### config.mk
export PLATFORM = sky130hd
export DESIGN_NAME = emc_mac_cfg
export DESIGN_NICKNAME = d
export VERILOG_FILES = /design/src/design/emc_pkg.sv /design/src/design/emc_mac_cfg.sv
export SDC_FILE = /design/constraint.sdc
export NUM_CORES = 1
export LEC_CHECK = 0
export ABC_AREA = 1
export CAP_MARGIN = 20
export CORE_MARGIN = 2
export CORE_UTILIZATION = 31
export DETAILED_ROUTE_END_ITERATION = 6
export DONT_BUFFER_PORTS = 1
export MAX_ROUTING_LAYER = met4
export SETUP_SLACK_MARGIN = 0.02
export SLEW_MARGIN = 20
export SYNTH_ARGS = -nofsm -noshare
export SYNTH_HDL_FRONTEND = slang
export SYNTH_SLANG_ARGS = --single-unit
### constraint.sdc
create_clock -name clk_i -period 6.37 [get_ports clk_i]
set_input_delay 0.3185 -clock clk_i [delete_from_list [all_inputs] [get_ports clk_i]]
set_output_delay 0.3185 -clock clk_i [all_outputs]
set_load 0.05 [all_outputs]
### src/design/emc_pkg.sv
// Purpose: shared constants, types and register map of the mac configuration block
// Assumes: one 50 MHz clock, byte-wide frame streams
// Notes: offsets are the low 16 bits of the special-function-register address
package emc_pkg;

  // ----------------------------------------------------------------
  // register bus
  // ----------------------------------------------------------------
  localparam int ADDR_W = 16;
  localparam int REG_N = 7;
  localparam logic [1:0] ALIAS_NONE = 2'h0;
  localparam logic [1:0] ALIAS_CLR = 2'h1;
  localparam logic [1:0] ALIAS_SET = 2'h2;
  localparam logic [1:0] ALIAS_INV = 2'h3;
  localparam logic [31:0] LANE_ALL = 32'hffffffff;
  localparam logic [31:0] LANE_LO = 32'h0000ffff;
  localparam logic [31:0] LANE_HI = 32'hffff0000;

  typedef enum logic [1:0] {
    EMC_SZ_BYTE = 2'b00,
    EMC_SZ_HALF = 2'b01,
    EMC_SZ_WORD = 2'b10
  } emc_size_t;

  typedef struct packed {
    logic wr;
    logic rd;
    emc_size_t size;
    logic [ADDR_W-1:0] addr;
    logic [31:0] wdata;
  } emc_sfr_req_t;

  // register indices
  localparam int R_CFG2 = 0;
  localparam int R_SUPP = 1;
  localparam int R_TEST = 2;
  localparam int R_MCFG = 3;
  localparam int R_MCMD = 4;
  localparam int R_MADR = 5;
  localparam int R_IEN = 6;

  localparam logic [ADDR_W-1:0] REG_OFS [REG_N] = '{16'h2210, 16'h2260, 16'h2270, 16'h2280,
                                                    16'h2290, 16'h22a0, 16'h2300};
  localparam logic [31:0] REG_MASK [REG_N] = '{32'h000073ff, 32'h00001900, 32'h00000007, 32'h0000803f,
                                               32'h00000003, 32'h00001f1f, 32'h000063ef};
  localparam logic [31:0] REG_RST [REG_N] = '{32'h00004082, 32'h00001000, 32'h00000000, 32'h00000020,
                                              32'h00000000, 32'h00000100, 32'h00000000};
  // status register has no clear, set or invert aliases
  localparam logic [ADDR_W-1:0] STAT_OFS = 16'h2310;

  // ----------------------------------------------------------------
  // field positions
  // ----------------------------------------------------------------
  localparam int B_TAG_AWARE = 7;
  localparam int B_TAGGED_64 = 6;
  localparam int B_FILL_ON = 5;
  localparam int B_FCS_ON = 4;
  localparam int B_SKIP_HDR = 3;
  localparam int B_OVERSIZE = 2;
  localparam int B_LEN_CHK = 1;
  localparam int B_TWO_WAY = 0;
  localparam int EV_W = 15;
  localparam int EV_RX_DONE = 7;
  localparam int EV_RX_ACT = 5;
  localparam int EV_TX_DONE = 3;
  localparam int EV_TX_ABORT = 2;
  localparam logic [EV_W-1:0] TX_EV_MASK = 15'h400c;

  // ----------------------------------------------------------------
  // frame layout
  // ----------------------------------------------------------------
  localparam int LEN_W = 16;
  localparam logic [LEN_W-1:0] FILL_60 = 16'h003c;
  localparam logic [LEN_W-1:0] FILL_64 = 16'h0040;
  localparam logic [LEN_W-1:0] MAX_FRAME = 16'h05ee;
  localparam logic [LEN_W-1:0] FCS_LEN = 16'h0004;
  localparam logic [LEN_W-1:0] MAC_HDR_LEN = 16'h000e;
  localparam logic [LEN_W-1:0] POS_TYPE_HI = 16'h000c;
  localparam logic [LEN_W-1:0] POS_TYPE_LO = 16'h000d;
  localparam logic [LEN_W-1:0] TYPE_MIN = 16'h0600;
  localparam logic [7:0] VLAN_HI = 8'h81;
  localparam logic [7:0] VLAN_LO = 8'h00;
  localparam logic [2:0] HDR_SKIP_N = 3'h4;
  localparam logic [1:0] FCS_LAST = 2'h3;
  localparam logic [31:0] CRC_INIT = 32'hffffffff;
  localparam logic [31:0] CRC_POLY = 32'hedb88320;
  localparam int FIFO_DEPTH = 16;

  typedef struct packed {
    logic [7:0] data;
    logic last;
  } emc_byte_t;

  typedef struct packed {
    logic done;
    logic aborted;
    logic oversize;
    logic len_mismatch;
    logic [LEN_W-1:0] length;
  } emc_stat_t;

  typedef enum logic [2:0] {
    TX_IDLE = 3'b000,
    TX_DATA = 3'b001,
    TX_PAD = 3'b010,
    TX_FCS = 3'b011,
    TX_DROP = 3'b100
  } emc_tx_st_t;

endpackage
### src/design/emc_mac_cfg.sv
// Purpose: mac frame-handling configuration, event enables and transmit framer
// Assumes: register port and frame streams on clk_i; carrier sense comes from a pin
// Notes: transmit bytes pass a 16-word fifo before the framer
//
// How it works
// - transmit bus fault event reaches irq only with enable bit 14 set.
// - receive bus fault event reaches irq only with enable bit 13 set.
// - low and high level mark events gated by enable bits 9 and 8.
// - receive finished, frame waiting, receive activity gated by bits 7, 6, 5.
// - send finished and send aborted events gated by bits 3 and 2.
// - no receive buffer and receive fifo overrun gated by bits 1 and 0.
// - transmit enables touch transmit events only, receive enables receive only.
// - unimplemented enable bits 31-15, 12-10 and 4 always read zero.
// - tagged fill with short fill on pads every short frame to 64; fcs only with fcs append.
// - tagged fill is ignored while short frame fill is off.
// - short fill on pads short frames; off sends frames as given.
// - fcs append adds crc to every frame; software sets it with fill.
// - oversize allow lifts the length limit on transmit and receive.
// - length check compares length field to payload, or on transmit with no pad and no fcs to the previous frame's length, and reports mismatches.
// - two way mode bit selects full duplex, zero selects half duplex.
// - fill on, tag aware and tagged fill off pads to 60 bytes.
// - tag aware fill pads untagged frames to 60, tagged frames to 64.
// - 16-bit and 32-bit accesses work, 8-bit accesses are ignored.
// - clear, set, invert aliases at +4, +8, +c change only written ones.
`timescale 1ns/1ps

// ------------------------------------------------------------------
// fifo
// ------------------------------------------------------------------
module emc_fifo #(
  parameter int WIDTH = 9,
  parameter int DEPTH = 16
) (
  input wire logic clk_i,
  input wire logic resetn_i,
  input wire logic in_valid_i,
  output logic in_ready_o,
  input wire logic [WIDTH-1:0] in_data_i,
  output logic out_valid_o,
  input wire logic out_ready_i,
  output logic [WIDTH-1:0] out_data_o
);
  localparam int AW = $clog2(DEPTH);
  localparam logic [AW:0] FULL_CNT = (AW+1)'(DEPTH);

  logic [WIDTH-1:0] mem_r [DEPTH];
  logic [AW-1:0] wptr_r;
  logic [AW-1:0] rptr_r;
  logic [AW:0] cnt_r;
  logic [AW:0] cnt_nxt;
  logic ready_r;
  wire push = in_valid_i && ready_r;
  wire pop = out_ready_i && (cnt_r != '0);

  assign cnt_nxt = cnt_r + (AW+1)'(push) - (AW+1)'(pop);
  assign in_ready_o = ready_r;
  assign out_valid_o = (cnt_r != '0);
  assign out_data_o = mem_r[rptr_r];

  always_ff @(posedge clk_i or negedge resetn_i) begin
    if (!resetn_i) begin
      wptr_r <= '0;
      rptr_r <= '0;
      cnt_r <= '0;
      ready_r <= 1'b0;
    end else begin
      wptr_r <= wptr_r + AW'(push);
      rptr_r <= rptr_r + AW'(pop);
      cnt_r <= cnt_nxt;
      ready_r <= (cnt_nxt != FULL_CNT);
    end
  end

  always_ff @(posedge clk_i) begin
    if (push) begin
      mem_r[wptr_r] <= in_data_i;
    end
  end
endmodule

// ------------------------------------------------------------------
// top
// ------------------------------------------------------------------
module emc_mac_cfg
  import emc_pkg::*;
(
  input wire logic clk_i,
  input wire logic resetn_i,
  input wire emc_sfr_req_t sfr_req_i,
  output logic [31:0] sfr_rdata_o,
  output logic sfr_rvalid_o,
  input wire logic [EV_W-1:0] ev_i,
  output logic irq_o,
  input wire logic tx_valid_i,
  input wire emc_byte_t tx_byte_i,
  output logic tx_ready_o,
  input wire logic crs_i,
  output logic [7:0] phy_txd_o,
  output logic phy_tx_en_o,
  output logic two_way_mode_o,
  output emc_stat_t tx_stat_o,
  input wire logic rx_valid_i,
  input wire emc_byte_t rx_byte_i,
  output emc_stat_t rx_stat_o
);

  // ----------------------------------------------------------------
  // functions
  // ----------------------------------------------------------------
  function automatic logic [31:0] crc_byte(input logic [31:0] c, input logic [7:0] d);
    logic [31:0] r;
    r = c;
    for (int i = 0; i < 8; i++) begin
      r = (r[0] ^ d[i]) ? ((r >> 1) ^ CRC_POLY) : (r >> 1);
    end
    return r;
  endfunction

  // frame payload compared with the length field; type values never mismatch
  function automatic logic len_bad(input logic chk, input logic [LEN_W-1:0] fld,
                                   input logic [LEN_W-1:0] n);
    return chk && (fld < TYPE_MIN) && (n >= MAC_HDR_LEN) && (fld != LEN_W'(n - MAC_HDR_LEN));
  endfunction

  // ----------------------------------------------------------------
  // register port decode
  // ----------------------------------------------------------------
  logic [31:0] reg_r [REG_N];
  logic [EV_W-1:0] flag_r;
  logic [31:0] rdata_r;
  logic rvalid_r;
  logic irq_r;

  wire [ADDR_W-1:0] base_addr = {sfr_req_i.addr[ADDR_W-1:4], 4'h0};
  wire [1:0] alias_sel = sfr_req_i.addr[3:2];
  // byte accesses get an empty lane mask, so they neither write nor read
  // size decode
  wire [31:0] lane = (sfr_req_i.size == EMC_SZ_WORD) ? LANE_ALL :
                     (sfr_req_i.size == EMC_SZ_HALF) ? (sfr_req_i.addr[1] ? LANE_HI : LANE_LO) : '0;
  wire size_ok = (lane != '0);
  wire stat_hit = (sfr_req_i.addr == STAT_OFS);
  logic [REG_N-1:0] hit;

  always_comb begin
    for (int k = 0; k < REG_N; k++) begin
      hit[k] = (base_addr == REG_OFS[k]);
    end
  end

  wire [31:0] cfg = reg_r[R_CFG2];
  wire [31:0] ien = reg_r[R_IEN];

  // ----------------------------------------------------------------
  // register file
  // ----------------------------------------------------------------
  logic [31:0] reg_nxt [REG_N];
  logic [31:0] rdata_nxt;

  always_comb begin
    rdata_nxt = '0;
    for (int k = 0; k < REG_N; k++) begin
      reg_nxt[k] = reg_r[k];
      if (sfr_req_i.wr && size_ok && hit[k]) begin
        if (alias_sel == ALIAS_CLR) begin
          reg_nxt[k] = reg_r[k] & ~(sfr_req_i.wdata & lane);
        end else if (alias_sel == ALIAS_SET) begin
          reg_nxt[k] = reg_r[k] | (sfr_req_i.wdata & lane);
        end else if (alias_sel == ALIAS_INV) begin
          reg_nxt[k] = reg_r[k] ^ (sfr_req_i.wdata & lane);
        end else begin
          reg_nxt[k] = (reg_r[k] & ~lane) | (sfr_req_i.wdata & lane);
        end
      end
      reg_nxt[k] = reg_nxt[k] & REG_MASK[k];
      if (sfr_req_i.rd && size_ok && hit[k] && (alias_sel == ALIAS_NONE)) begin
        rdata_nxt = reg_r[k];
      end
    end
    if (sfr_req_i.rd && size_ok && stat_hit) begin
      rdata_nxt = 32'(flag_r);
    end
  end

  always_ff @(posedge clk_i or negedge resetn_i) begin
    if (!resetn_i) begin
      for (int k = 0; k < REG_N; k++) begin
        reg_r[k] <= REG_RST[k];
      end
      rdata_r <= '0;
      rvalid_r <= 1'b0;
    end else begin
      reg_r <= reg_nxt;
      rdata_r <= rdata_nxt;
      rvalid_r <= sfr_req_i.rd;
    end
  end

  // ----------------------------------------------------------------
  // carrier sense synchroniser
  // ----------------------------------------------------------------
  logic [2:0] crs_sync_r;
  logic crs_r;

  always_ff @(posedge clk_i or negedge resetn_i) begin
    if (!resetn_i) begin
      crs_sync_r <= '0;
      crs_r <= 1'b0;
    end else begin
      crs_sync_r <= {crs_sync_r[1:0], crs_i};
      if (crs_sync_r[2] == crs_sync_r[1]) begin
        crs_r <= crs_sync_r[2];
      end
    end
  end

  // ----------------------------------------------------------------
  // transmit fifo
  // ----------------------------------------------------------------
  logic fo_valid;
  logic fo_ready;
  emc_byte_t fo_byte;

  emc_fifo #(
    .WIDTH($bits(emc_byte_t)),
    .DEPTH(FIFO_DEPTH)
  ) u_tx_fifo (
    .clk_i(clk_i),
    .resetn_i(resetn_i),
    .in_valid_i(tx_valid_i),
    .in_ready_o(tx_ready_o),
    .in_data_i(tx_byte_i),
    .out_valid_o(fo_valid),
    .out_ready_i(fo_ready),
    .out_data_o(fo_byte)
  );

  // ----------------------------------------------------------------
  // transmit framer
  // ----------------------------------------------------------------
  emc_tx_st_t st_r, st_nxt;
  logic [LEN_W-1:0] len_r, len_nxt;
  logic [2:0] hdr_r, hdr_nxt;
  logic [31:0] crc_r, crc_nxt;
  logic [7:0] type_hi_r, type_hi_nxt;
  logic [LEN_W-1:0] fld_r, fld_nxt;
  logic tagged_r, tagged_nxt;
  logic [LEN_W-1:0] fill_r, fill_nxt;
  logic [1:0] fcs_idx_r, fcs_idx_nxt;
  logic [7:0] txd_nxt;
  logic txen_nxt;
  logic tx_done, tx_abort;
  emc_stat_t tx_stat_nxt;

  // half duplex defers to carrier, full duplex ignores it
  wire may_start = cfg[B_TWO_WAY] || !crs_r;
  // length ceiling unless oversize frames are allowed
  wire over_lim = !cfg[B_OVERSIZE] && ((len_r + FCS_LEN) >= MAX_FRAME);
  // first bytes form a header kept out of the crc
  wire in_hdr = cfg[B_SKIP_HDR] && (hdr_r != HDR_SKIP_N);
  wire is_tag = (st_r == TX_DATA) && (len_r == POS_TYPE_LO) && (type_hi_r == VLAN_HI) && (fo_byte.data == VLAN_LO);
  // tag aware fill picks by tag
  // tag bits only read under fill on
  wire [LEN_W-1:0] fill_tgt = (cfg[B_TAGGED_64] || (cfg[B_TAG_AWARE] && (tagged_r || is_tag))) ? FILL_64 : FILL_60;
  wire [LEN_W-1:0] len_inc = len_r + 16'h0001;
  wire need_fill = cfg[B_FILL_ON] && (len_inc < fill_tgt);

  assign fo_ready = (st_r == TX_DATA) || (st_r == TX_DROP);

  always_comb begin
    st_nxt = st_r;
    len_nxt = len_r;
    hdr_nxt = hdr_r;
    crc_nxt = crc_r;
    type_hi_nxt = type_hi_r;
    fld_nxt = fld_r;
    tagged_nxt = tagged_r;
    fill_nxt = fill_r;
    fcs_idx_nxt = fcs_idx_r;
    txd_nxt = '0;
    txen_nxt = 1'b0;
    tx_done = 1'b0;
    tx_abort = 1'b0;
    case (st_r)
      TX_IDLE: begin
        len_nxt = '0;
        hdr_nxt = '0;
        crc_nxt = CRC_INIT;
        tagged_nxt = 1'b0;
        fld_nxt = '0;
        fcs_idx_nxt = '0;
        if (fo_valid && may_start) begin
          st_nxt = TX_DATA;
        end
      end
      TX_DATA: begin
        if (!fo_valid) begin
          // underrun: the wire cannot pause, so the frame is cut
          tx_abort = 1'b1;
          st_nxt = TX_DROP;
        end else if (over_lim && !in_hdr) begin
          tx_abort = 1'b1;
          st_nxt = fo_byte.last ? TX_IDLE : TX_DROP;
        end else begin
          txd_nxt = fo_byte.data;
          txen_nxt = 1'b1;
          if (in_hdr) begin
            hdr_nxt = hdr_r + 3'h1;
          end else begin
            crc_nxt = crc_byte(crc_r, fo_byte.data);
            len_nxt = len_inc;
            if (len_r == POS_TYPE_HI) begin
              type_hi_nxt = fo_byte.data;
            end
            if (len_r == POS_TYPE_LO) begin
              fld_nxt = {type_hi_r, fo_byte.data};
              tagged_nxt = is_tag;
            end
          end
          if (fo_byte.last) begin
            fill_nxt = in_hdr ? len_r : len_inc;
            if (need_fill && !in_hdr) begin
              st_nxt = TX_PAD;
            end else if (cfg[B_FCS_ON]) begin
              st_nxt = TX_FCS;
            end else begin
              tx_done = 1'b1;
              st_nxt = TX_IDLE;
            end
          end
        end
      end
      TX_PAD: begin
        txd_nxt = '0;
        txen_nxt = 1'b1;
        crc_nxt = crc_byte(crc_r, 8'h00);
        len_nxt = len_inc;
        if (!need_fill) begin
          if (cfg[B_FCS_ON]) begin
            st_nxt = TX_FCS;
          end else begin
            tx_done = 1'b1;
            st_nxt = TX_IDLE;
          end
        end
      end
      TX_FCS: begin
        txd_nxt = ~crc_r[8*fcs_idx_r +: 8];
        txen_nxt = 1'b1;
        fcs_idx_nxt = fcs_idx_r + 2'h1;
        if (fcs_idx_r == FCS_LAST) begin
          tx_done = 1'b1;
          st_nxt = TX_IDLE;
        end
      end
      TX_DROP: begin
        if (fo_valid && fo_byte.last) begin
          st_nxt = TX_IDLE;
        end
      end
      default: begin
        st_nxt = TX_IDLE;
      end
    endcase
  end

  always_comb begin
    tx_stat_nxt = '0;
    tx_stat_nxt.done = tx_done;
    tx_stat_nxt.aborted = tx_abort;
    tx_stat_nxt.oversize = tx_abort && over_lim;
    tx_stat_nxt.len_mismatch = tx_done && len_bad(cfg[B_LEN_CHK], fld_r, fill_r);
    tx_stat_nxt.length = (tx_done || tx_abort) ? len_r : '0;
  end

  always_ff @(posedge clk_i or negedge resetn_i) begin
    if (!resetn_i) begin
      st_r <= TX_IDLE;
      len_r <= '0;
      hdr_r <= '0;
      crc_r <= CRC_INIT;
      type_hi_r <= '0;
      fld_r <= '0;
      tagged_r <= 1'b0;
      fill_r <= '0;
      fcs_idx_r <= '0;
      phy_txd_o <= '0;
      phy_tx_en_o <= 1'b0;
      tx_stat_o <= '0;
    end else begin
      st_r <= st_nxt;
      len_r <= len_nxt;
      hdr_r <= hdr_nxt;
      crc_r <= crc_nxt;
      type_hi_r <= type_hi_nxt;
      fld_r <= fld_nxt;
      tagged_r <= tagged_nxt;
      fill_r <= fill_nxt;
      fcs_idx_r <= fcs_idx_nxt;
      phy_txd_o <= txd_nxt;
      phy_tx_en_o <= txen_nxt;
      tx_stat_o <= tx_stat_nxt;
    end
  end

  // ----------------------------------------------------------------
  // receive length monitor
  // ----------------------------------------------------------------
  logic [LEN_W-1:0] rx_len_r;
  logic [2:0] rx_hdr_r;
  logic [7:0] rx_hi_r;
  logic [LEN_W-1:0] rx_fld_r;
  logic rx_over_r;
  emc_stat_t rx_stat_nxt;

  wire rx_in_hdr = cfg[B_SKIP_HDR] && (rx_hdr_r != HDR_SKIP_N);
  wire [LEN_W-1:0] rx_len_inc = rx_len_r + 16'h0001;
  // receive ceiling, received frames carry their fcs
  wire rx_over = rx_over_r || (!cfg[B_OVERSIZE] && !rx_in_hdr && (rx_len_inc > MAX_FRAME));
  wire rx_end = rx_valid_i && rx_byte_i.last;
  wire [LEN_W-1:0] rx_final = rx_in_hdr ? rx_len_r : rx_len_inc;

  // receive length check, fcs bytes excluded
  always_comb begin
    rx_stat_nxt = '0;
    rx_stat_nxt.done = rx_end;
    rx_stat_nxt.oversize = rx_end && rx_over;
    rx_stat_nxt.len_mismatch = rx_end && (rx_final >= FCS_LEN) &&
                               len_bad(cfg[B_LEN_CHK], rx_fld_r, LEN_W'(rx_final - FCS_LEN));
    rx_stat_nxt.length = rx_end ? rx_final : '0;
  end

  always_ff @(posedge clk_i or negedge resetn_i) begin
    if (!resetn_i) begin
      rx_len_r <= '0;
      rx_hdr_r <= '0;
      rx_hi_r <= '0;
      rx_fld_r <= '0;
      rx_over_r <= 1'b0;
      rx_stat_o <= '0;
    end else begin
      rx_stat_o <= rx_stat_nxt;
      if (rx_end) begin
        rx_len_r <= '0;
        rx_hdr_r <= '0;
        rx_fld_r <= '0;
        rx_over_r <= 1'b0;
      end else if (rx_valid_i) begin
        rx_over_r <= rx_over;
        if (rx_in_hdr) begin
          rx_hdr_r <= rx_hdr_r + 3'h1;
        end else begin
          rx_len_r <= rx_len_inc;
          if (rx_len_r == POS_TYPE_HI) begin
            rx_hi_r <= rx_byte_i.data;
          end
          if (rx_len_r == POS_TYPE_LO) begin
            rx_fld_r <= {rx_hi_r, rx_byte_i.data};
          end
        end
      end
    end
  end

  // ----------------------------------------------------------------
  // event flags and interrupt request
  // ----------------------------------------------------------------
  logic [EV_W-1:0] ev_all;
  logic [EV_W-1:0] flag_nxt;

  always_comb begin
    ev_all = ev_i;
    ev_all[EV_TX_DONE] = ev_i[EV_TX_DONE] || tx_done;
    ev_all[EV_TX_ABORT] = ev_i[EV_TX_ABORT] || tx_abort;
    ev_all[EV_RX_DONE] = ev_i[EV_RX_DONE] || rx_end;
    ev_all[EV_RX_ACT] = ev_i[EV_RX_ACT] || rx_valid_i;
    flag_nxt = flag_r;
    // a write of ones to the status word clears flags; a new event wins
    if (sfr_req_i.wr && size_ok && stat_hit) begin
      flag_nxt = flag_r & ~EV_W'(sfr_req_i.wdata & lane);
    end
    flag_nxt = (flag_nxt | ev_all) & EV_W'(REG_MASK[R_IEN]);
  end

  // each enable pairs with its own event only
  wire irq_nxt = |(flag_r & EV_W'(ien));

  always_ff @(posedge clk_i or negedge resetn_i) begin
    if (!resetn_i) begin
      flag_r <= '0;
      irq_r <= 1'b0;
      two_way_mode_o <= 1'b0;
    end else begin
      flag_r <= flag_nxt;
      irq_r <= irq_nxt;
      two_way_mode_o <= cfg[B_TWO_WAY];
    end
  end

  assign irq_o = irq_r;
  assign sfr_rdata_o = rdata_r;
  assign sfr_rvalid_o = rvalid_r;

endmodule

# After elaboration in Yosys (flattened, before gate mapping)
# Memory sizes are Yosys's and may differ from the RTL's.
# Cells that the tools add are included.
[classes]
n_addsub = 13
n_lt_le_gt_ge = 8
eq_ne = 40
shifts = 1
muxes = 117
bitwise_logic = 70
n_reduce_logical = 90
[ops]
columns = ["cell", "count"]
rows = [
  ["$mux W32", 25],
  ["$mux W16", 21],
  ["$not A13 Y14", 15],
  ["$mux W15", 10],
  ["$pmux W32 S3", 1],
  ["$and A15 B15 Y15", 6],
  ["$eq A12 B10 Y1 const B", 7],
  ["$mux W13", 6],
  ["$or A15 B15 Y15", 5],
  ["$eq A16 B4 Y1 const B", 4],
  ["$logic_and A1 B1 Y1", 53],
  ["$and A13 B13 Y13", 4],
  ["$or A13 B13 Y13", 4],
  ["$mux W3", 17],
  ["$and A16 B16 Y16", 3],
  ["$pmux W16 S3", 1],
  ["$add A16 B1 Y16 const B", 2],
  ["$ge A16 B4 Y1 const B", 2],
  ["$lt A16 B11 Y1 const B", 2],
  ["$ne A16 B16 Y1", 2],
  ["$not A16 Y16", 2],
  ["$or A16 B16 Y16", 2],
  ["$pmux W16 S2", 1],
  ["$reduce_bool A32 Y1", 1],
  ["63 further kinds", 143],
]
[totals]
reg_bits = 302
ram_bits = 144
in_bits = 90
out_inout_bits = 85
wordCells = 383
memories = 1
[memory_table]
columns = ["memory", "depth", "width", "rd", "rd_clocked_by_memory_dff", "wr", "line_no", "text"]
rows = [
  ["u_tx_fifo.mem_r", 16, 9, 1, 0, 1, "emc_mac_cfg.sv:46", "logic [WIDTH-1:0] mem_r [DEPTH];"],
]

# Depth between registers and ports, before layout
# An unclocked memory read counts as a cell.
[logic_depth]
word_depth = 21
ltp_mapped = 25
ltp_nobuf = 24

# Modules after synthesis
# From an unflattened synthesis, not the netlist that was laid out.
[unflattened]
cells_unflattened = 3191
area_unflattened_um2 = 26092.5
[by_module_without_submodules]
columns = ["mod", "n_inst", "cells_per_inst", "area_each_um2", "seq_area_each_um2"]
rows = [
  ["emc_mac_cfg", 1, 2531, 19167.1, 6854.1],
  ["emc_fifo", 1, 660, 6925.4, 4674.5],
]

# Worst setup path after synthesis
# OpenSTA, ideal clock, no wires.
[synth_path]
kind = "reg-to-reg"
start = "reg u_tx_fifo.rptr_r[0]"
end = "reg tx_stat_o[6] in the netlist's numbering"
arrival_ns = 2.894
required_time_ns = 6.258
slack_ns = 3.364
path_stages_with_launch = 24
path_cell_list = "dfrtp_1 -> buf_6 -> buf_6 -> buf_6 -> o211ai_1 -> nand3_1 -> nand3_1 -> nand2_2 -> nor2_1 -> nand2_1 -> o21bai_1 -> nand2_1 -> nand2_1 -> inv_1 -> ha_1 -> nand2_1 -> nor2_1 -> nor3_2 -> nand2_1 -> a21oi_4 -> nand3_4 -> buf_6 -> nand2_1 -> inv_2"
[synth_lines]
columns = ["element", "line_no", "text"]
rows = [
  ["from (decl)", "emc_mac_cfg.sv:48", "logic [AW-1:0] rptr_r;"],
  ["from (signal assigned)", "emc_mac_cfg.sv:68", "rptr_r <= rptr_r + AW'(pop);"],
  ["to (signal assigned)", "emc_mac_cfg.sv:401", "tx_stat_o <= tx_stat_nxt;"],
  ["to (decl)", "emc_mac_cfg.sv:101", "output emc_stat_t tx_stat_o,"],
]

==> metrics.md <==
| Metric | Value |
|---|---|
| Hold WS | -0.5534 ns |
| Starting Density | 31.23% |
| Placed Instances | 4032 |
| Placer Congestion | 0.8848 |
| WL per Instance | roughly 17 um |
| DRC viols | 0 |
| Dpl cell area | 0.02645 mm^2 |
| Clock tree sinks | 430 |
| DIE WIDTH | 291.4 um |
| Worst Setup End Kind | flop |
| Power Density | about 450 mW/mm^2 |
| Root buffer cell | clkbuf_16 |
| Routed WL | 72570 um |
| # Max-Cap Violations | 0 |
| Fin. max-slew vios | 0 |
| Reg2reg start | u_tx_fifo.rptr_r[2]$_DFF_PN0_ |
| Failing checks | negative hold slack |
| Pin count of the biggest net entering global routing | between 200 and 300 |
| Die Y | between 200 and 300 um |
| Slew margin rel. | between 20% and 30% |
| Design area | 0.02843 mm^2 |
| Status | finished, violations left |
| Post-synth EDFFs | approximately 140 |
| First-pass GRT wire length | between 100000 and 150000 um |
| Worst Path Required | slightly below 7 ns |
| Reg area | approximately 0.012 mm^2 |
| Area leader, netlist | dfrtp_1 |
| Power Total | around 13000 uW |
| Layout area overhead | 11.07% |
| Synthesis-stage register bit count | 430 |
| Worst VDD drop | 0.0003354 V |
| Clk_lat worst skew | approximately 0.61 ns |
| Synth top area share | 24.24% |
| Critical path type | reg2reg |
| Clock skew | 0.02040 ns |
| CP arrival | between 4 and 5 ns |
| 1st-iter DRT viols | 1644 |
| Row count | 105 |
| Final period util | approximately two thirds |
| Fillers | approximately 8500 |
| Final setup viols | 0 |
| Sw frac | about 45% |
| Core area | 0.08198 mm^2 |
| Share of cells above drive strength 1 | between 6 and 7% |
| Vias per cell | about 5.0 |
| Clk buf depth | 3 |
| Hpwl dp | 49520 um |
| Hold Buf Count CTS | 34 |
| Total track usage | roughly 17% |
| Synth Area per Inst | ~8.4 um^2 |
| Worst setup startpoint | u_tx_fifo.rptr_r[2]$_DFF_PN0_ |
| DRT antenna net count | 0 |
| H-tree Lvls | 2 |
| Die area | roughly 0.085 mm^2 |
| Fmax | 234.6 MHz |
| Unrepaired setup endpoints after global routing | no |
| Non-Filler Instances | approximately 4200 |
| Leakage | between 0.01 and 0.015 uW |
| Syn. warnings | 0 |
| Final setup margin | approximately 2.1 ns |
| Cts bufs inserted | slightly below 50 |
| Hold Crit Class | in2async |
| Final hold vios | roughly 250 |
| Vias in the first global route | ~20000 |
| Ys async rst share | 66.51% |
| CP max FO | 21 |
| IO buf count | 0 |
| Gate Count Post-Synth | 3060 |
| Post-Syn Area | roughly 0.026 mm^2 |
| Element type at the critical path start | flop |
| Fin crit period | 4.263 ns |
| Post-synth cell types | 69 |
| Clock power frac | a little under a quarter |
| P_sw | approximately 5700 uW |
| Final net count | around 3300 |
| Area of the multi-input gates | 0.01199 mm^2 |
| Reg clk slew, reported paths | about 0.06 ns |
| Grt ovf | 0 |
| Register area share after synthesis | 45.04% |
| Top Ports | roughly 180 |
| Comb pwr share | a little under half |
| Initial antenna violation count | 4 |
| Int Pwr | slightly below 7000 uW |
| Pre-Repair DR Iteration Count | 5 |
| Top_reg_cell synth | dfrtp_1 |
| Top cells by area, synth | dfrtp_1, edfxtp_1, nand2_1 |
| CTS tree | yes |
| Sequential share of power | between 20% and 30% |
| Setup_tns | 0 ns |
| Worst slew pin tran | 1.111 ns |
| Vias | roughly 21000 |
| Post-Place Setup Slack | ~2.1 ns |
power by group through the flow:
| stage | registers (uW) | logic, uW | clock network, uW |
|---|---|---|---|
| after detailed placement | 3740 | 5940 | 0 |
| after floorplan | 3540 | 4740 | 0 |
| after global placement | 3730 | 5870 | 0 |
| after CTS | 3690 | 6010 | 2970 |
| final | 3690 | 6060 | 2900 |
| after global routing | 3730 | 6750 | 3070 |
cells in the final DEF (no fill, tap or decap), types with 11 or more instances in the layout:
master         instances
inv_1                367
o211ai_1              21
nor2_1               259
nor3_1                21
o21ai_0              265
conb_1                17
o2111ai_1             12
xnor2_1               44
nand2_1              659
nor4_1                11
clkbuf_16             49
or2_2                 12
nand3_1              197
dlygate4sd3_1         34
a31oi_1               13
nand2_2               16
dfrtp_1              246
xor2_1               112
o221ai_1              14
a21oi_1               72
nor2_2                14
a22oi_1               23
nand4_1               42
o21ai_1               11
o31ai_1               14
clkinv_1              13
dfstp_2               38
edfxtp_1             144
buf_4                 21
o22ai_1               62
ha_1                 129
stage by stage:
step | util [%] | hold slack [ns]
floorplan | - | 0.02291
global placement | 32.26 | 0.05457
detailed placement | 32.26 | 0.05439
CTS | 34.66 | -0.6297
global route | 34.68 | -0.5817
finish | 34.68 | -0.5534
layout make-up:
class | instances | share of cell area [%]
diodes | 2 | 0.01760
clock buffers | 62 | 4.660
clock inverters | 28 | 1.056
inverters | 382 | 5.061
multi-input cells | 2130 | 42.19
flip-flops and latches | 430 | 40.56
well taps | 1070 | 4.709
repair buffers | 55 | 1.752
critical path, cell delays in order (launching register included):
cell,delay [ns]
dfrtp_1,0.32
buf_4,0.29
clkinv_1,0.62
nand3_1,0.33
nand3_1,0.18
nand2_1,0.36
nor2_1,0.07
nand3_1,0.11
o21bai_1,0.07
nand2_1,0.09
nand2_1,0.13
ha_1,0.34
a21oi_1,0.15
nor2_1,0.07
nor3_2,0.19
nand2_1,0.13
a21oi_4,0.19
nand3_4,0.26
nand2_1,0.13
inv_1,0.09
metal layers:
metal  GRT usage [%]  wire [um]  vias to the layer above  share of wire, %
li1                -          -                    10130                 -
met1           23.48      32930                     9967                45
met2           26.92      32850                      592                45
met3           2.596       4510                      117               6.2
met4           6.047       2285                        0               3.1
met5               -          0                        -                 0
cell families (layout without fill, tap and decap cells):
kind of cell / Yosys count / after routing / share of synthesized area, %
AO/OA/AOI/OAI: 555 / 555 / 12.84
XOR/XNOR: 168 / 168 / 6.276
adder cells (fa/ha/maj): 131 / 131 / 6.423
buffers and inverters: 516 / 527 / 8.402
flip-flops: 430 / 430 / 45.04
multiplexers: 4 / 4 / 0.1613
other: 1 / 19 / 0.01465
AND/OR/NAND/NOR: 1255 / 1255 / 20.85
Yosys cell counts (all sizes together), types with 2 or more instances:
cell type  instances
o2111ai           12
a2bb2oi            4
and3               2
a31oi             13
nand4             42
nand3            199
nand3b             7
clkinv             7
mux2i              3
buf               61
nor2             280
xor2             123
a211oi             5
o211ai            21
nor4              11
or2               14
o31ai             14
ha               129
edfxtp           144
o221ai            14
o21ai            278
a22o               3
nor3              23
inv              375
nand2            675
a21oi             73
a21o               5
o22ai             62
o21bai             2
clkbuf            73
a2111o             2
a32oi              6
dfrtp            248
o32ai              2
xnor2             45
dfstp             38
a22oi             23
o21a               4
a221oi             8
worst paths after layout:
| kind | to | slack, ns | cells after the start |
|---|---|---|---|
| max | tx_stat_o[13]$_DFF_PN0_ | 2.11 | 19 |
| min | rx_fld_r[3]$_DFFE_PN0P_ | -0.55 | 0 |
| max reg2reg | tx_stat_o[13]$_DFF_PN0_ | 2.11 | 19 |
| min reg2reg | crs_sync_r[1]$_DFF_PN0_ | 0.36 | 0 |
| max in group asynchronous | u_tx_fifo.rptr_r[0]$_DFF_PN0_ | 6.00 | 0 |
| min in group clk_i | flop | 0.04 | 4 |
what timing repair did:
item / 4_1_cts / 5_1_grt
buffers inserted: 0 / 0
endpoints found under the hold margin: 493 / 265
gates resized for setup: 0 / 0
Power figures use the tool's default switching activity.
